--- config.mk ---
export PLATFORM = sky130hd
export DESIGN_NAME = global_config_registers
export DESIGN_NICKNAME = d
export VERILOG_FILES = /design/src/global_config_pkg.sv /design/src/serial_ctl_if.sv /design/src/serial_tx_start.sv /design/src/serial_irq_route.sv /design/src/global_config_registers.sv
export SDC_FILE = /design/constraint.sdc
export NUM_CORES = 1
export LEC_CHECK = 0
export BUFFER_PORTS_ARGS = -buffer_cell sky130_fd_sc_hd__buf_2
export CORE_AREA = 8 8 115 127
export CTS_CLUSTER_DIAMETER = 40
export CTS_CLUSTER_SIZE = 14
export DETAILED_ROUTE_END_ITERATION = 8
export DIE_AREA = 0 0 123 135
export PLACE_DENSITY = 0.59
export SYNTH_ARGS = -nofsm -noshare
export SYNTH_HDL_FRONTEND = slang
export SYNTH_SLANG_ARGS = --single-unit
--- constraint.sdc ---
create_clock -name sys_clk_i -period 3.1 [get_ports sys_clk_i]
set_clock_uncertainty 0.15 [all_clocks]
set_input_delay 0 -clock sys_clk_i [delete_from_list [all_inputs] [get_ports sys_clk_i]]
set_output_delay 0 -clock sys_clk_i [all_outputs]
set_load 0.03 [all_outputs]
--- src/global_config_pkg.sv ---
package global_config_pkg;

  // register indices seen through the data port
  localparam logic [7:0] IDX_SOFT_RESET = 8'h02;
  localparam logic [7:0] IDX_UNIT_NUMBER = 8'h07;
  localparam logic [7:0] IDX_RSVD_FIRST = 8'h20;
  localparam logic [7:0] IDX_RSVD_LAST = 8'h24;
  localparam logic [7:0] IDX_SERIAL_SHARE = 8'h26;
  localparam logic [7:0] IDX_PORT_SELECT = 8'h27;
  localparam logic [7:0] IDX_UNIT_FIRST = 8'h30;

  // field positions
  localparam int SOFT_RESET_BIT = 0;
  localparam int CLK_RATE_BIT = 7;
  localparam int TX_DELAY_BIT = 2;
  localparam int IRQ_MODE_BIT = 1;
  localparam int IRQ_MERGE_BIT = 0;
  localparam int ALT_PORT_BIT = 4;
  localparam int BIT_SELECT_STATUS_BIT = 1;
  localparam int SEQ_STATUS_BIT = 0;

  // reset values
  localparam logic [7:0] UNIT_NUMBER_RESET = 8'h00;
  localparam logic [7:0] INDEX_RESET = 8'h00;
  localparam logic CLK_RATE_RESET = 1'h0;
  localparam logic TX_DELAY_RESET = 1'h0;
  localparam logic IRQ_MODE_RESET = 1'h0;
  localparam logic IRQ_MERGE_RESET = 1'h0;
  localparam logic ALT_PORT_RESET = 1'h0;

  // configuration index ports, data port is the next address
  localparam logic [15:0] CFG_PORT_STD = 16'h002E;
  localparam logic [15:0] CFG_PORT_ALT = 16'h004E;

  // logical unit numbers
  localparam logic [7:0] UNIT_FLOPPY = 8'h00;
  localparam logic [7:0] UNIT_SERIAL1 = 8'h01;
  localparam logic [7:0] UNIT_SERIAL2 = 8'h02;
  localparam logic [7:0] UNIT_PARALLEL = 8'h03;
  localparam logic [7:0] UNIT_MONITOR = 8'h04;
  localparam logic [7:0] UNIT_KEYBOARD = 8'h05;
  localparam logic [7:0] UNIT_GENERAL_IO = 8'h06;
  localparam logic [7:0] UNIT_BIT_SELECT = 8'h07;
  localparam logic [7:0] UNIT_POWER_EVENT = 8'h0A;
  localparam int UNIT_COUNT = 11;

  // timing counts
  localparam logic [1:0] STRAP_SETTLE_CYCLES = 2'h2;
  localparam logic [3:0] IRQ_PULSE_CYCLES = 4'h4;

  typedef enum logic [1:0] {IRQ_IDLE = 2'h1, IRQ_PULSE = 2'h2} irq_state_t;

endpackage

--- src/serial_ctl_if.sv ---
`timescale 1ns/1ps
`default_nettype none
interface serial_ctl_if;
  logic soft_clr;
  logic tx_delay;
  logic merge;
  logic pulse_mode;
  logic [1:0] hold_write;
  logic [1:0] bit_tick;
  logic [1:0] tx_start;
  logic [1:0] irq_req;
  logic irq1;
  logic irq2;
  logic shared_irq_n;
  logic shared_irq_oe;
  modport ctrl (output soft_clr, tx_delay, merge, pulse_mode, hold_write, bit_tick, irq_req,
                input tx_start, irq1, irq2, shared_irq_n, shared_irq_oe);
  modport tx (input soft_clr, tx_delay, hold_write, bit_tick, output tx_start);
  modport irq (input soft_clr, merge, pulse_mode, irq_req,
               output irq1, irq2, shared_irq_n, shared_irq_oe);
endinterface
`default_nettype wire

--- src/serial_tx_start.sv ---
`timescale 1ns/1ps
`default_nettype none
module serial_tx_start
  import global_config_pkg::*;
(
  // clock and reset
  input wire logic sys_clk_i,
  input wire logic nrst_i,
  input wire logic ce_i,
  // control carrier
  serial_ctl_if.tx sc
);

  typedef struct packed
  {
    logic pending;
    logic start;
  } tx_state_t;

  genvar ch;
  generate
    for (ch = 0; ch < 2; ch++)
    begin : g_ch
      tx_state_t st;
      tx_state_t next_st;
      always_comb
      begin
        next_st = st;
        next_st.start = 1'b0;
        if (sc.soft_clr)
        begin
          next_st.pending = 1'b0;
        end
        else if (sc.hold_write[ch] && !sc.tx_delay)
        begin
          next_st.start = 1'b1;
          next_st.pending = 1'b0;
        end
        else if (sc.hold_write[ch])
        begin
          next_st.pending = 1'b1;
        end
        else if (st.pending && sc.bit_tick[ch])
        begin
          // the bit timer restarts on the write, so its next tick is one bit time later
          next_st.start = 1'b1;
          next_st.pending = 1'b0;
        end
      end
      always_ff @(posedge sys_clk_i or negedge nrst_i)
      begin
        if (!nrst_i)
        begin
          st <= '0;
        end
        else if (ce_i)
        begin
          st <= next_st;
        end
      end
      assign sc.tx_start[ch] = st.start;
    end
  endgenerate

endmodule
`default_nettype wire

--- src/serial_irq_route.sv ---
`timescale 1ns/1ps
`default_nettype none
module serial_irq_route
  import global_config_pkg::*;
(
  // clock and reset
  input wire logic sys_clk_i,
  input wire logic nrst_i,
  input wire logic ce_i,
  // control carrier
  serial_ctl_if.irq sc
);

  typedef struct packed
  {
    irq_state_t fsm;
    logic [3:0] cnt;
    logic prev_any;
    logic irq1;
    logic irq2;
    logic drive;
  } irq_route_t;

  irq_route_t st;
  irq_route_t next_st;
  logic any_req;

  assign any_req = |sc.irq_req;

  always_comb
  begin
    next_st = st;
    next_st.prev_any = any_req;
    if (sc.soft_clr || !sc.merge)
    begin
      next_st.fsm = IRQ_IDLE;
      next_st.cnt = 4'h0;
      next_st.drive = 1'b0;
      next_st.irq1 = sc.irq_req[0] && !sc.soft_clr;
      next_st.irq2 = sc.irq_req[1] && !sc.soft_clr;
    end
    else
    begin
      next_st.irq1 = 1'b0;
      next_st.irq2 = 1'b0;
      if (!sc.pulse_mode)
      begin
        next_st.fsm = IRQ_IDLE;
        next_st.drive = any_req;
      end
      else
      begin
        case (st.fsm)
          IRQ_IDLE:
          begin
            next_st.drive = 1'b0;
            if (any_req && !st.prev_any)
            begin
              next_st.fsm = IRQ_PULSE;
              next_st.cnt = 4'h1;
              next_st.drive = 1'b1;
            end
          end
          IRQ_PULSE:
          begin
            next_st.cnt = st.cnt + 4'h1;
            if (st.cnt == IRQ_PULSE_CYCLES)
            begin
              next_st.fsm = IRQ_IDLE;
              next_st.drive = 1'b0;
            end
          end
          default:
          begin
            next_st.fsm = IRQ_IDLE;
            next_st.drive = 1'b0;
          end
        endcase
      end
    end
  end

  always_ff @(posedge sys_clk_i or negedge nrst_i)
  begin
    if (!nrst_i)
    begin
      st <= '{fsm: IRQ_IDLE, default: '0};
    end
    else if (ce_i)
    begin
      st <= next_st;
    end
  end

  // shared line is open drain: only ever pulled low
  assign sc.irq1 = st.irq1;
  assign sc.irq2 = st.irq2;
  assign sc.shared_irq_n = !st.drive;
  assign sc.shared_irq_oe = st.drive;

endmodule
`default_nettype wire

--- src/global_config_registers.sv ---
// Overview of operation
// - Writing one to bit 0 of index 02h resets all main-supply registers and logic.
// - Logical device number selects which unit's configuration bank is visible.
// - Logical device number reads 00h after reset, selecting the floppy bank.
// - Bit 7 of index 26h: 0 means 48MHz reference, 1 means 24MHz; dividers follow.
// - Bit 2: 0 transmits at holding-register write, 1 starts one bit time later.
// - Bit 1: shared interrupt is level-low when 0, low pulse when 1.
// - Bit 0 set merges both serial interrupts onto one request line.
// - Bit 4 of index 27h picks index/data ports 2E/2F (0) or 4E/4F (1).
// - Port pair bit is captured at power-on from the serial-out strap pin.
// - Read-only bit 1 shows bit-select strap: 1 enables bit select, disables group six.
// - Read-only bit 0 shows sequencing strap: 1 enables power sequence control.
`timescale 1ns/1ps
`default_nettype none
module global_config_registers
  import global_config_pkg::*;
(
  // clock, reset, enable
  input wire logic sys_clk_i,
  input wire logic nrst_i,
  input wire logic ce_i,
  // host i/o cycles, one-cycle strobes on sys_clk_i
  input wire logic [15:0] io_addr_i,
  input wire logic io_wr_i,
  input wire logic io_rd_i,
  input wire logic [7:0] io_wdata_i,
  output logic [7:0] io_rdata_o,
  output logic io_rdata_valid_o,
  // per-unit configuration banks
  output logic [UNIT_COUNT-1:0] unit_select_o,
  output logic [7:0] unit_index_o,
  output logic [7:0] unit_wdata_o,
  output logic unit_wr_o,
  output logic unit_rd_o,
  input wire logic [7:0] unit_rdata_i,
  // main supply reset and reference clock
  output logic main_supply_reset_o,
  input wire logic reference_clock_input_i,
  output logic input_clock_rate_select_o,
  output logic ref_tick_o,
  // serial ports
  input wire logic [1:0] transmit_holding_register_write_i,
  input wire logic [1:0] bit_tick_i,
  output logic [1:0] tx_start_o,
  input wire logic [1:0] serial_irq_req_i,
  output logic serial_irq1_o,
  output logic serial_irq2_o,
  output logic shared_irq_o,
  output logic shared_irq_oe_o,
  // straps and status
  input wire logic serial_out_strap_pin_i,
  input wire logic bit_select_strap_pin_i,
  input wire logic sequencing_strap_pin_i,
  output logic alternate_config_port_o,
  output logic bit_select_function_status_o,
  output logic general_io_group_six_enable_o,
  output logic sequencing_status_o
);

  typedef struct packed
  {
    logic [7:0] cfg_index;
    logic [7:0] unit_num;
    logic clk_rate;
    logic tx_delay;
    logic irq_mode;
    logic irq_merge;
    logic alt_port;
    logic strap_taken;
    logic [1:0] strap_cnt;
    logic [1:0] sync_sout;
    logic [1:0] sync_bit_sel;
    logic [1:0] sync_seq;
    logic [2:0] sync_ref;
    logic ref_phase;
    logic ref_tick;
    logic main_rst;
    logic [7:0] rdata;
    logic rvalid;
    logic unit_pend_rd;
    logic [7:0] uwdata;
    logic uwr;
    logic urd;
  } main_state_t;

  main_state_t st;
  main_state_t next_st;
  logic [15:0] index_port;
  logic [15:0] data_port;
  logic index_wr;
  logic data_wr;
  logic data_rd;
  logic unit_space;
  logic [7:0] global_rd;

  serial_ctl_if sc ();

  serial_tx_start u_tx
  (
    .sys_clk_i(sys_clk_i),
    .nrst_i(nrst_i),
    .ce_i(ce_i),
    .sc(sc.tx)
  );

  serial_irq_route u_irq
  (
    .sys_clk_i(sys_clk_i),
    .nrst_i(nrst_i),
    .ce_i(ce_i),
    .sc(sc.irq)
  );

  // port pair decode
  always_comb
  begin
    index_port = st.alt_port ? CFG_PORT_ALT : CFG_PORT_STD;
    data_port = index_port + 16'h0001;
    index_wr = io_wr_i && (io_addr_i == index_port);
    data_wr = io_wr_i && (io_addr_i == data_port);
    data_rd = io_rd_i && (io_addr_i == data_port);
    unit_space = st.cfg_index >= IDX_UNIT_FIRST;
  end

  // global register readback; unlisted and reserved indices read zero
  always_comb
  begin
    global_rd = 8'h00;
    case (st.cfg_index)
      IDX_UNIT_NUMBER:
      begin
        global_rd = st.unit_num;
      end
      IDX_SERIAL_SHARE:
      begin
        global_rd[CLK_RATE_BIT] = st.clk_rate;
        global_rd[TX_DELAY_BIT] = st.tx_delay;
        global_rd[IRQ_MODE_BIT] = st.irq_mode;
        global_rd[IRQ_MERGE_BIT] = st.irq_merge;
      end
      IDX_PORT_SELECT:
      begin
        global_rd[ALT_PORT_BIT] = st.alt_port;
        global_rd[BIT_SELECT_STATUS_BIT] = st.sync_bit_sel[1];
        global_rd[SEQ_STATUS_BIT] = st.sync_seq[1];
      end
      default:
      begin
        global_rd = 8'h00;
      end
    endcase
  end

  always_comb
  begin
    next_st = st;
    next_st.main_rst = 1'b0;
    next_st.rvalid = 1'b0;
    next_st.uwr = 1'b0;
    next_st.urd = 1'b0;
    next_st.unit_pend_rd = 1'b0;
    // synchronisers: stage 0 is read only by stage 1
    next_st.sync_sout = {st.sync_sout[0], serial_out_strap_pin_i};
    next_st.sync_bit_sel = {st.sync_bit_sel[0], bit_select_strap_pin_i};
    next_st.sync_seq = {st.sync_seq[0], sequencing_strap_pin_i};
    next_st.sync_ref = {st.sync_ref[1:0], reference_clock_input_i};
    // power-on strap capture once the synchroniser has filled
    if (!st.strap_taken)
    begin
      if (st.strap_cnt == STRAP_SETTLE_CYCLES)
      begin
        next_st.alt_port = st.sync_sout[1];
        next_st.strap_taken = 1'b1;
      end
      else
      begin
        next_st.strap_cnt = st.strap_cnt + 2'h1;
      end
    end
    // 48MHz input is halved so downstream dividers always see a 24MHz rate
    next_st.ref_tick = 1'b0;
    if (st.sync_ref[1] && !st.sync_ref[2])
    begin
      next_st.ref_phase = !st.ref_phase;
      next_st.ref_tick = st.clk_rate || st.ref_phase;
    end
    // host access
    if (index_wr)
    begin
      next_st.cfg_index = io_wdata_i;
    end
    if (data_wr && unit_space)
    begin
      next_st.uwr = 1'b1;
      next_st.uwdata = io_wdata_i;
    end
    else if (data_wr)
    begin
      case (st.cfg_index)
        IDX_SOFT_RESET:
        begin
          next_st.main_rst = io_wdata_i[SOFT_RESET_BIT];
        end
        IDX_UNIT_NUMBER:
        begin
          next_st.unit_num = io_wdata_i;
        end
        IDX_SERIAL_SHARE:
        begin
          next_st.clk_rate = io_wdata_i[CLK_RATE_BIT];
          next_st.tx_delay = io_wdata_i[TX_DELAY_BIT];
          next_st.irq_mode = io_wdata_i[IRQ_MODE_BIT];
          next_st.irq_merge = io_wdata_i[IRQ_MERGE_BIT];
        end
        IDX_PORT_SELECT:
        begin
          // strap status bits are pin views, so only the port pair bit takes the write
          next_st.alt_port = io_wdata_i[ALT_PORT_BIT];
        end
        default:
        begin
          next_st.main_rst = 1'b0;
        end
      endcase
    end
    if (data_rd && unit_space)
    begin
      next_st.urd = 1'b1;
      next_st.unit_pend_rd = 1'b1;
    end
    else if (data_rd)
    begin
      next_st.rdata = global_rd;
      next_st.rvalid = 1'b1;
    end
    if (st.unit_pend_rd)
    begin
      next_st.rdata = unit_rdata_i;
      next_st.rvalid = 1'b1;
    end
    // main-supply registers return to defaults; port pair and straps live on standby
    if (st.main_rst)
    begin
      next_st.cfg_index = INDEX_RESET;
      next_st.unit_num = UNIT_NUMBER_RESET;
      next_st.clk_rate = CLK_RATE_RESET;
      next_st.tx_delay = TX_DELAY_RESET;
      next_st.irq_mode = IRQ_MODE_RESET;
      next_st.irq_merge = IRQ_MERGE_RESET;
      next_st.uwr = 1'b0;
      next_st.urd = 1'b0;
      next_st.unit_pend_rd = 1'b0;
    end
  end

  always_ff @(posedge sys_clk_i or negedge nrst_i)
  begin
    if (!nrst_i)
    begin
      st <= '{cfg_index: INDEX_RESET, unit_num: UNIT_NUMBER_RESET, clk_rate: CLK_RATE_RESET,
              tx_delay: TX_DELAY_RESET, irq_mode: IRQ_MODE_RESET, irq_merge: IRQ_MERGE_RESET,
              alt_port: ALT_PORT_RESET, default: '0};
    end
    else if (ce_i)
    begin
      st <= next_st;
    end
  end

  // unit bank selection, one-hot; unlisted numbers select nothing
  genvar u;
  generate
    for (u = 0; u < UNIT_COUNT; u++)
    begin : g_unit
      localparam logic [7:0] UNIT_CODE = 8'(u);
      assign unit_select_o[u] = (st.unit_num == UNIT_CODE) && (UNIT_CODE != 8'h08) && (UNIT_CODE != 8'h09);
    end
  endgenerate

  assign sc.soft_clr = st.main_rst;
  assign sc.tx_delay = st.tx_delay;
  assign sc.merge = st.irq_merge;
  assign sc.pulse_mode = st.irq_mode;
  assign sc.hold_write = transmit_holding_register_write_i;
  assign sc.bit_tick = bit_tick_i;
  assign sc.irq_req = serial_irq_req_i;

  assign io_rdata_o = st.rdata;
  assign io_rdata_valid_o = st.rvalid;
  assign unit_index_o = st.cfg_index;
  assign unit_wdata_o = st.uwdata;
  assign unit_wr_o = st.uwr;
  assign unit_rd_o = st.urd;
  assign main_supply_reset_o = st.main_rst;
  assign input_clock_rate_select_o = st.clk_rate;
  assign ref_tick_o = st.ref_tick;
  assign tx_start_o = sc.tx_start;
  assign serial_irq1_o = sc.irq1;
  assign serial_irq2_o = sc.irq2;
  assign shared_irq_o = sc.shared_irq_n;
  assign shared_irq_oe_o = sc.shared_irq_oe;
  assign alternate_config_port_o = st.alt_port;
  assign bit_select_function_status_o = st.sync_bit_sel[1];
  assign general_io_group_six_enable_o = !st.sync_bit_sel[1];
  assign sequencing_status_o = st.sync_seq[1];

endmodule
`default_nettype wire

=== After elaboration in Yosys (flattened, before gate mapping) ===
Index checks and enable logic that the tools add are counted.

* $lt $le $gt $ge: 1
* Bitwise operators: 2
* Add/subtract/negate cells: 3
* Equal/unequal tests: 23
* Reduce and logical (&&, ||, !) cells: 46
* Multiplexer cells: 52

{| class="wikitable"
|+ Operators by type and width
! cell !! number
|-
| 8-bit by 3-bit == test with 1-bit output (second input constant) || 5
|-
| 9-bit two-way mux || 3
|-
| 13-bit two-way mux || 2
|-
| 8-bit by 2-bit == test with 1-bit output (second input constant) || 3
|-
| 1-bit two-way mux || 20
|-
| 2-bit two-way mux || 10
|-
| 20-bit two-way mux || 1
|-
| 16-bit by 7-bit == test with 1-bit output || 1
|-
| 16-bit by 8-bit == test with 1-bit output || 1
|-
| 8-bit by 6-bit == test with 1-bit output (second input constant) || 2
|-
| 8-bit two-way mux || 2
|-
| 1-bit logical AND || 13
|-
| 4-bit two-way mux || 3
|-
| 6-bit two-way mux || 2
|-
| 2-bit AND reduction || 6
|-
| 4-bit AND reduction || 3
|-
| 2-bit nonzero test || 6
|-
| 3-bit AND reduction || 3
|-
| 7-bit by 1-bit adder with 8-bit output (second input constant) || 1
|-
| 8-bit by 1-bit == test with 1-bit output (second input constant) || 1
|-
| 8-bit by 4-bit == test with 1-bit output (second input constant) || 1
|-
| 8-bit by 6-bit greater-or-equal comparator with 1-bit output (second input constant) || 1
|-
| 1-bit zero test || 8
|-
| 8-bit zero test || 1
|-
| other kinds (19) || 28
|}

* Output and inout bits: 51
* Word-level logic and storage cells: 159
* Bits in registers: 70

=== Longest topological paths before layout ===
Gate-level depths: netlist of the first run.

* Word-level depth: 7
* Mapped depth: 7

=== Cells and area by module ===
A second synthesis of the first run with hierarchy kept.

* Cells, all modules: 330
* Area, all modules: 3575.9 µm²

{| class="wikitable"
|+ Modules (own cells, without submodules)
! module !! sequential area each (µm²) !! area an instance (µm²) !! cells an instance !! instances
|-
| global_config_registers || 1376.3 || 2786.4 || 251 || 1
|-
| serial_irq_route || 251.5 || 565.5 || 58 || 1
|-
| serial_tx_start || 100.1 || 224.0 || 21 || 1
|}

=== Worst setup path after synthesis of the first run ===
No wires, ideal clock.

* Path kind: register to register
* Start point: reg st, in the netlist alternate_config_port_o
* End point: reg st, in the netlist unit_wdata_o[0]
* Path slack: 0.623 ns
* Buffers on the path: 1
* Arrival time: 2.202 ns
* Library setup time: 0.125 ns
* Stages on the path, launching flop included: 7
* Data required time: 2.825 ns
* Cell sequence: dfrtp_1 -> nor3b_1 -> o2111ai_2 -> or3_1 -> or3_1 -> buf_6 -> mux2_4

* Word-level cells in the longest chain between the ends: 6

{| class="wikitable"
|+ Ends and longest elaborated chain
! what !! RTL line !! RTL
|-
| from (decl) || global_config_registers.sv:86 || <nowiki>main_state_t st;</nowiki>
|-
| from (signal assigned) || global_config_registers.sv:260 || <nowiki>st <= '{cfg_index: INDEX_RESET, unit_num: UNIT_NUMBER_RESET, clk_rate: CLK_RATE_RESET,</nowiki>
|-
| from (signal assigned) || global_config_registers.sv:266 || <nowiki>st <= next_st;</nowiki>
|-
| 7-bit two-way mux || global_config_registers.sv:117 || <nowiki>index_port = st.alt_port ? CFG_PORT_ALT : CFG_PORT_STD;</nowiki>
|-
| 7-bit by 1-bit adder with 8-bit output || global_config_registers.sv:118 || <nowiki>data_port = index_port + 16'h0001;</nowiki>
|-
| 16-bit by 8-bit == test with 1-bit output || global_config_registers.sv:120 || <nowiki>data_wr = io_wr_i && (io_addr_i == data_port);</nowiki>
|-
| 1-bit logical AND || global_config_registers.sv:120 ||
|-
| 1-bit logical AND || global_config_registers.sv:192 || <nowiki>if (data_wr && unit_space)</nowiki>
|-
| 2-bit AND reduction (no source line) || - ||
|}

Every way passes these cells.
A chain may end at the register's enable or synchronous reset.

=== Worst setup path after layout of the first run ===
Same ends and word-level chain as after synthesis.

==> run summary, run 1 <==
Share of cells above drive strength 1 - 0.323
GRT overflow - 0
CTS H-tree depth - 3
Drc violations - 0
Post-CTS Setup Bufs - 0
Endpoint type of the worst setup path - flip-flop
CTS Buf Count - 9
Met2 Use GR - 0.210
Startpoint Class - flip-flop
WP data arrival - 2.73 ns
Kind of critical path - flip-flop to flip-flop
Final number of setup-violating endpoints - 0
Register area share after synthesis - 0.474
Sink Count - 69
Vias in the first global route - 3097
Post-synth EDFFs - 0
RePlAce Congestion - 0.851
Lkg Pwr - 2.30 nW
Worst R2R End - unit_wdata_o[0]
Core area - 12500 um^2
Worst Hold Class - input pin to flip-flop
Max_cap viols - 0
Grt peak-use layer - met2
Tot GR Track Use - 0.128
FILL cells - 1240
Synth Instances - 354
VDD IR max - 0.000292 V
Worst skew pair latency - 0.33 ns
Initial DRC Count - 183
Max Slew Vio Count - 0
Crit path from - alternate_config_port_o
# IOs - 98
WHS - 0.0434 ns
Pre-antenna DRT Iters - 5
Met1 Usage GRT - 0.153
Most used flip-flop cell after synthesis - dfrtp_1
Worst slew pin tran - 0.593 ns
Synth Area per Inst - 10.3 um^2
Pin count of the biggest net entering global routing - 36
Fin Setup TNS - 0 ns
Flop-to-flop setup slack - 0.43 ns
Vias - 3086
CP required - 3.16 ns
Die Area - 16600 um^2
Wire per inst - 16.8 um
Final Critical Period - 2.67 ns
Cells on worst reg2reg path - 5
Synth warn - 0
Multi-input logic area - 1550 um^2
Worst Path Max Fanout - 8
Pwr dens - 499 nW/um^2
RSZ-0062 raised after global routing - no
Normalized max-slew margin - 0.601
Unique cell type count in the Yosys netlist - 57
Status - finished clean
FP Rows - 43
Met3 Track Usage GR - 0.0338
F_max - 375 MHz
Buffers on Ports - 95
Detail Route Antenna Nets - 0
Endpoints failing hold - 0
Clock slew at reported path FFs - 0.06 ns
Die Y - 135 um
Register bit total from synthesis - 69
Cell Area, Synth - 3650 um^2
Post-layout net count - 511
First-pass GRT wire length - 16.5 mm
Number of vias per cell - 4.96
Detailed placement HPWL - 7.83 mm
Period utilization - 0.860
Ys async rst share - 1.00
Worst hold path depth - 4
Worst-case clock buffer depth - 2
Register area - 1730 um^2
Worst hold endpoint - st[25]
Die X - 123 um
Initial Utilization - 0.292
Layout Area Growth over Synthesis - 29.8%
CTS tree - built
Hold Path Origin - ce_i
Worst R2R Start - alternate_config_port_o
Antenna violations before repair - 1
Final wirelength - 10.4 mm
Clock Tree Root - clkbuf_16
through the flow:
step           utilization  std cells  setup WS, ns  total power [mW]  area, um^2
2_1_floorplan            -        355         0.623              1.20        3650
3_3_place_gp         0.329        573         0.520              1.31        4110
3_5_place_dp         0.329        573         0.471              1.32        4110
4_1_cts              0.379        621         0.460              2.40        4730
5_1_grt              0.379        622         0.378              2.49        4740
6_report             0.379        622         0.433              2.36        4740
routing by layer:
| metal | share of wire | vias up |
|---|---|---|
| met5 | 0 | - |
| met4 | 0.021 | 0 |
| met3 | 0.066 | 18 |
| met2 | 0.49 | 104 |
| met1 | 0.42 | 1492 |
| li1 | - | 1472 |
registers in the layout (all words and copies together) (netlist names), 2 cells and up:
signal,cells
io_rdata_o,8
next_st,5
st,15
u_irq.st,7
u_tx.g_ch.st,2
u_tx.sc.tx_start,2
unit_index_o,8
unit_wdata_o,8
cells in the mapped netlist (5+ instances only):
master | n | area share
dfrtp_1 | 68 | 0.47
mux2_2 | 13 | 0.040
nand2_1 | 28 | 0.029
mux2_4 | 8 | 0.033
inv_1 | 26 | 0.027
o221ai_1 | 6 | 0.014
nor2_1 | 18 | 0.019
ha_1 | 5 | 0.017
clkbuf_1 | 10 | 0.010
o21ai_0 | 11 | 0.015
mux2i_1 | 7 | 0.019
a22o_1 | 16 | 0.038
a21oi_1 | 9 | 0.012
nor3_1 | 9 | 0.012
nor4_1 | 5 | 0.0086
buf_4 | 28 | 0.058
nand3_1 | 12 | 0.016
worst max-delay path: stages (launching register included):
cell	delay, ns
dfrtp_1	0.41
nor3b_1	0.26
o2111ai_2	0.27
or3_1	0.46
or3_1	0.61
mux2_4	0.39
report_power, final:
part,internal (mW),total (mW),switching (mW)
clock,0.646,1.03,0.388
combinational,0.142,0.322,0.179
sequential,0.963,1.01,0.0452
kinds of logic after synthesis:
| group | after synthesis | synth area share |
|---|---|---|
| mux | 28 | 0.0923 |
| other cells | 1 | 0.00103 |
| flops | 69 | 0.474 |
| buf+inv | 69 | 0.102 |
| fa+ha+maj | 5 | 0.0172 |
| compound gates | 79 | 0.164 |
| simple gates | 101 | 0.145 |
| xor+xnor | 2 | 0.00480 |
what timing repair did:
| item | in CTS | in global routing |
|---|---|---|
| hold buffers | 32 | 0 |
| endpoints found under the hold margin | 120 | 0 |
| gates resized for setup | 0 | 0 |
cells in the final DEF (no fill, tap or decap), types with 3 or more instances in the layout:
cell type and count:
nand4_1 3, nand3_1 12, buf_2 95, nor4_1 5, dfrtp_1 68, a22o_1 16, mux2_2 13, a31o_2 4
o21ai_1 3, nand2b_1 3, o2bb2ai_1 4, inv_1 26, nor4b_1 3, nand2_1 28, clkbuf_16 9, buf_4 8
dlygate4sd3_1 32, o221ai_1 6, mux2i_1 7, or3_1 4, a211oi_1 3, nor3_1 9, ha_1 5, mux2_4 8
a32o_1 3, nor2b_1 3, o21ai_0 11, a21oi_1 9, a22oi_1 4, nor2_1 18, o32ai_1 3
how the worst max path moves through the flow:
stage / to / slack [ns] / depth (start not counted)
6_report: unit_wdata_o[0] / 0.43 / 5
5_1_grt: st[41] / 0.38 / 5
4_1_cts: unit_wdata_o[0] / 0.46 / 5
3_5_place_dp: unit_wdata_o[0] / 0.47 / 5
3_3_place_gp: unit_wdata_o[5] / 0.52 / 5
2_1_floorplan: unit_wdata_o[0] / 0.62 / 6
final cells by class:
class                           count  share of cell area
Clock inverter                      5              0.0124
Inverter                           27              0.0214
Sequential cell                    69               0.365
Tap cell                          157              0.0415
Multi-Input combinational cell    217               0.327
Antenna cell                        1            0.000528
Clock buffer                       11              0.0513
Timing Repair Buffer              135               0.181
No activity file was read; power rests on OpenSTA's default activity.
==> inputs of run 2 (changes only) <==
--- a/config.mk
+++ b/config.mk
@@ -5,13 +5,14 @@
 export SDC_FILE = /design/constraint.sdc
 export NUM_CORES = 1
 export LEC_CHECK = 0
+export ABC_AREA = 1
 export BUFFER_PORTS_ARGS = -buffer_cell sky130_fd_sc_hd__buf_2
-export CORE_AREA = 8 8 115 127
+export CORE_AREA = 8 8 118 131
 export CTS_CLUSTER_DIAMETER = 40
 export CTS_CLUSTER_SIZE = 14
 export DETAILED_ROUTE_END_ITERATION = 8
-export DIE_AREA = 0 0 123 135
-export PLACE_DENSITY = 0.59
+export DIE_AREA = 0 0 126 139
+export PLACE_DENSITY = 0.58
 export SYNTH_ARGS = -nofsm -noshare
 export SYNTH_HDL_FRONTEND = slang
 export SYNTH_SLANG_ARGS = --single-unit
==> run summary, run 2 <==
Status - finished clean
Slowest cell delay on critical path - 0.55 ns
# IOs - 98
Fin Setup TNS - 0 ns
CP required - 3.22 ns
Worst R2R End - io_rdata_o[4]
Synth warn - 0
Post-layout net count - 653
Post-CTS Setup Bufs - 0
Endpoint type of the worst setup path - flip-flop
Tot GR Track Use - 0.129
GRT overflow - 0
Largest reg by FF count - st
Layout Area Growth over Synthesis - 29.0%
Sequential Power Share - 0.435
Die Y - 139 um
FP Rows - 45
Pre-antenna DRT Iters - 4
Top-count cell post-synth - nand2_1
Most common cell after layout, fill and taps aside - nand2_1
CTS Buf Count - 9
Lkg Pwr - 2.62 nW
Vias in the first global route - 3566
Die X - 126 um
Worst-case clock buffer depth - 2
Synth Area per Inst - 7.91 um^2
Final number of setup-violating endpoints - 0
Met2 Use GR - 0.206
Synth Instances - 490
Final Critical Period - 2.32 ns
Worst Hold Class - input pin to flip-flop
Crit-path most repeated cell - nand2_1
Kind of critical path - flip-flop to flip-flop
Clock slew at reported path FFs - 0.06 ns
Startpoint Class - flip-flop
Grt peak-use layer - met2
Worst hold path depth - 6
Worst slew pin tran - 0.607 ns
Most frequent cells in the layout - nand2_1, buf_2, dfrtp_1, inv_1, nand3_1
Max_cap viols - 0
Core area - 13400 um^2
CTS tree - built
Internal - 1.66 mW
DP Cell Count - 714
Clock Tree Root - clkbuf_16
Initial Utilization - 0.289
Biggest area consumer among synthesized cells - dfrtp_1
Ys async rst share - 1.00
Sw Ratio - 0.253
Register bit total from synthesis - 69
Pwr dens - 444 nW/um^2
Max Slew Vio Count - 0
Largest register FFs - 15
Commonest cells post-synth - nand2_1, dfrtp_1, inv_1, nand3_1, nor2_1
Flop-to-flop setup slack - 0.78 ns
Pin count of the biggest net entering global routing - 36
Worst hold endpoint - unit_wr_o
Register area share after synthesis - 0.446
RePlAce Congestion - 0.858
Switching power - 0.562 mW
Comb power frac - 0.111
Worst Path Max Fanout - 9
WHS - 0.0312 ns
Endpoints failing hold - 0
Period utilization - 0.749
CTS H-tree depth - 3
Vias - 3460
Normalized max-slew margin - 0.593
Detailed placement HPWL - 8.09 mm
Met3 Track Usage GR - 0.0415
Drc violations - 0
Cell Area, Synth - 3870 um^2
Met1 Usage GRT - 0.153
Share of cells above drive strength 1 - 0.256
Wire per inst - 13.9 um
Buffers on Ports - 95
RSZ-0062 raised after global routing - no
Die Area - 17500 um^2
Worst skew pair latency - 0.33 ns
Critical Path, Cell by Cell - inv_1 -> nand2_1 -> nor2_2 -> nand2_1 -> o21ai_0 -> nand3_1 -> nand2_1 -> nand2_1 -> dlygate4sd3_1 -> nand2_1
Number of vias per cell - 4.49
First-pass GRT wire length - 18.0 mm
Initial DRC Count - 218
Cells on worst reg2reg path - 10
Final wirelength - 10.7 mm
Worst R2R Start - unit_index_o[3]
Hold Path Origin - io_addr_i[7]
Post-synth EDFFs - 0
Area fraction of the dominant cell type after synthesis - 0.439
Ranking of synthesized cells by area - dfrtp_1, nand2_1, nand3_1
Most used flip-flop cell after synthesis - dfrtp_1
ANT cells - 0
VDD IR max - 0.000200 V
Unique cell type count in the Yosys netlist - 37
Sink Count - 69
Antenna violations before repair - 0
Detail Route Antenna Nets - 0
WP data arrival - 2.44 ns
F_max - 431 MHz
Slowest CP cell - dlygate4sd3_1
Clock power share - 0.455
Final Instance Count excl. Fillers - 770
[run 2: cell count changes in the layout (fill, tap and decap cells not counted), sizes merged, moves of 5 or more]
| cell | previous run | this run |
|---|---|---|
| buf | 103 | 98 |
| o221ai | 6 | 0 |
| inv | 27 | 52 |
| a22o | 16 | 0 |
| mux2 | 21 | 0 |
| dlygate4sd3 | 32 | 40 |
| nor4 | 7 | 2 |
| mux2i | 7 | 0 |
| nand3 | 12 | 49 |
| nand2 | 28 | 154 |
| nor2 | 18 | 39 |
| o21ai | 14 | 46 |
[run 2: how the worst max path moves through the flow]
stage	startpoint	slack, ns	to
2_1_floorplan	st[46]	1.22	unit_select_o[10]
3_3_place_gp	main_supply_reset_o	1.08	unit_index_o[3]
3_5_place_dp	main_supply_reset_o	1.08	unit_index_o[3]
4_1_cts	unit_index_o[7]	0.79	io_rdata_o[4]
5_1_grt	unit_index_o[7]	0.55	io_rdata_o[4]
6_report	unit_index_o[3]	0.78	io_rdata_o[4]
[run 2: final cells by class]
cell class | instances | area [um^2]
clock inverter | 6 | 63.8
timing repair buffer | 138 | 898
fill | 1360 | 8400
multi-input combinational | 330 | 1680
sequential | 69 | 1730
clock buffer | 10 | 229
tap | 164 | 205
inverter | 53 | 199
[run 2: critical path: cells and delay by family (launching register included)]
| kind | cells | cell delay (ns) |
|---|---|---|
| flops | 1 | 0.40 |
| buf+inv | 2 | 0.61 |
| compound gates | 1 | 0.27 |
| simple gates | 7 | 0.83 |
[run 2: logic make-up after synthesis]
kind of cell,share of synthesized area
XOR/XNOR,0.00452
other,0.000968
AO/OA/AOI/OAI,0.105
buffers and inverters,0.122
flip-flops,0.446
adder cells (fa/ha/maj),0.0161
AND/OR/NAND/NOR,0.305
[run 2: per-layer routing]
| metal | vias up | part of all wire |
|---|---|---|
| met3 | 16 | 0.062 |
| met1 | 1587 | 0.44 |
| li1 | 1764 | - |
| met5 | - | 0 |
| met4 | 0 | 0.023 |
| met2 | 93 | 0.47 |
[run 2: timing repair]
action	CTS	global route
hold buffers	40	0
resized for setup	0	0
hold endpoints to repair	120	0
[run 2: power by group through the flow]
| stage | sequential (mW) | clock, mW | combinational, mW |
|---|---|---|---|
| final | 0.966 | 1.01 | 0.245 |
| after global routing | 0.970 | 1.08 | 0.274 |
| after CTS | 0.965 | 1.04 | 0.249 |
| after detailed placement | 0.980 | 0 | 0.216 |
| after global placement | 0.980 | 0 | 0.210 |
| after floorplan | 0.994 | 0 | 0.110 |
[run 2: stage by stage]
stage | power [mW] | utilization | setup slack (ns) | area, um^2
after floorplan | 1.10 | - | 1.22 | 3880
after global placement | 1.19 | 0.321 | 1.08 | 4310
after global routing | 2.32 | 0.373 | 0.550 | 5000
after detailed placement | 1.20 | 0.321 | 1.08 | 4310
final | 2.22 | 0.373 | 0.779 | 5000
after CTS | 2.26 | 0.373 | 0.793 | 5000
==> inputs of run 3 (changes only) <==
--- a/config.mk
+++ b/config.mk
@@ -12,7 +12,7 @@
 export CTS_CLUSTER_SIZE = 14
 export DETAILED_ROUTE_END_ITERATION = 8
 export DIE_AREA = 0 0 126 139
-export PLACE_DENSITY = 0.58
+export PLACE_DENSITY = 0.6
 export SYNTH_ARGS = -nofsm -noshare
 export SYNTH_HDL_FRONTEND = slang
 export SYNTH_SLANG_ARGS = --single-unit
==> constraint.sdc (replaced) <==
create_clock -name sys_clk_i -period 1.92 [get_ports sys_clk_i]
set_clock_uncertainty 0.15 [all_clocks]
set_input_delay 0 -clock sys_clk_i [delete_from_list [all_inputs] [get_ports sys_clk_i]]
set_output_delay 0 -clock sys_clk_i [all_outputs]
set_load 0.03 [all_outputs]
==> run summary, run 3 (synthesis results as in run 2) <==
Clock slew at reported path FFs - 0.06 ns
Die X - 126 um
FP Rows - 45
Final Instance Count excl. Fillers - 767
Vias in the first global route - 3723
RePlAce Congestion - 0.879
RSZ-0062 raised after global routing - no
Endpoint type of the worst setup path - flip-flop
Cell area after placement - 4350 um^2
Die Y - 139 um
Number of vias per cell - 4.55
Clock Tree Root - clkbuf_16
Worst hold path depth - 6
CTS H-tree depth - 3
Hold Path Origin - io_addr_i[7]
Worst hold endpoint - unit_wr_o
Share of cells above drive strength 1 - 0.279
Tot GR Track Use - 0.131
Endpoints failing hold - 0
ANT cells - 0
Startpoint Class - flip-flop
CTS Buf Count - 9
Final Critical Period - 1.80 ns
WP data arrival - 1.87 ns
Worst R2R End - u_tx.g_ch[1].st[1]
Largest reg by FF count - st
Power, Total - 3.60 mW
Most common cell after layout, fill and taps aside - nand2_1
Wire per inst - 14.2 um
Pre-antenna DRT Iters - 5
Worst skew pair latency - 0.33 ns
Buffers on Ports - 95
# IOs - 98
Fin Setup TNS - 0 ns
Antenna violations before repair - 0
Die Area - 17500 um^2
Detailed placement HPWL - 8.11 mm
DP Cell Count - 717
Status - finished clean
Flop-to-flop setup slack - 0.12 ns
Drc violations - 0
Final number of setup-violating endpoints - 0
Initial Utilization - 0.289
Vias - 3489
Kind of critical path - flip-flop to flip-flop
Final wirelength - 10.9 mm
Worst Hold Class - input pin to flip-flop
First-pass GRT wire length - 18.5 mm
CTS tree - built
Lkg Pwr - 2.66 nW
Period utilization - 0.940
Pwr dens - 711 nW/um^2
CP required - 1.99 ns
Worst R2R Start - main_supply_reset_o
F_max - 554 MHz
GRT overflow - 0
Post-layout net count - 650
Fin area - 5060 um^2
Core area - 13400 um^2
Worst Path Max Fanout - 15
Most frequent cells in the layout - nand2_1, buf_2, dfrtp_1, inv_1, nand3_1
Pin count of the biggest net entering global routing - 70
Detail Route Antenna Nets - 0
Post-Route Utilization - 0.378
Layout Area Growth over Synthesis - 30.7%
Largest register FFs - 15
Cells on worst reg2reg path - 5
Worst-case clock buffer depth - 2
Max_cap viols - 0
Max Slew Vio Count - 0
FILL cells - 1399
VDD IR max - 0.000422 V
Initial DRC Count - 168
Sink Count - 69
run 3: critical path, cell delays in order (launching register included):
cell,delay (ns)
dfrtp_1,0.46
clkinvlp_4,0.20
buf_12,0.19
nand2_1,0.07
a21oi_1,0.05
dlygate4sd3_1,0.56
run 3: timing repair:
action,in CTS,in global routing
gates resized for setup,0,19
endpoints found under the hold margin,120,0
hold buffers,32,0
endpoints found under the setup margin,0,12
setup buffers,0,1
run 3: final cells by class:
| class | instances | area, um^2 | area share |
|---|---|---|---|
| clock buffers | 12 | 246 | 0.0487 |
| clock inverters | 4 | 47.5 | 0.00939 |
| inverters | 53 | 203 | 0.0400 |
| multi-input cells | 331 | 1730 | 0.341 |
| flip-flops and latches | 69 | 1730 | 0.341 |
| well taps | 164 | 205 | 0.0405 |
| repair buffers | 134 | 906 | 0.179 |
run 3: worst max-delay path by stage:
stage	from	end
after floorplan	st[46]	unit_select_o[10]
after global placement	alternate_config_port_o	st[42]
after detailed placement	u_irq.st[8]	u_irq.st[7]
after CTS	st[46]	unit_select_o[5]
after global routing	alternate_config_port_o	st[45]
final	main_supply_reset_o	u_tx.g_ch[1].st[1]
run 3: where the power goes:
group	switching, mW	leakage (nW)	internal, mW
Clock	0.602	0.143	1.04
Combinational	0.244	1.60	0.159
Sequential	0.0402	0.915	1.52
run 3: per-stage QoR:
stage	setup WS [ns]	hold slack, ns
2_1_floorplan	0.0388	-0.446
3_3_place_gp	0.160	-0.0954
3_5_place_dp	0.170	-0.0881
4_1_cts	0.00112	0.0163
5_1_grt	0.0182	0.0853
6_report	0.115	0.0462
run 3: layer usage:
layer	GRT usage	share of wire	vias up
li1	-	-	1757
met1	0.156	0.44	1610
met4	0.0545	0.023	0
met3	0.0415	0.067	19
met5	0	0	-
met2	0.213	0.47	103
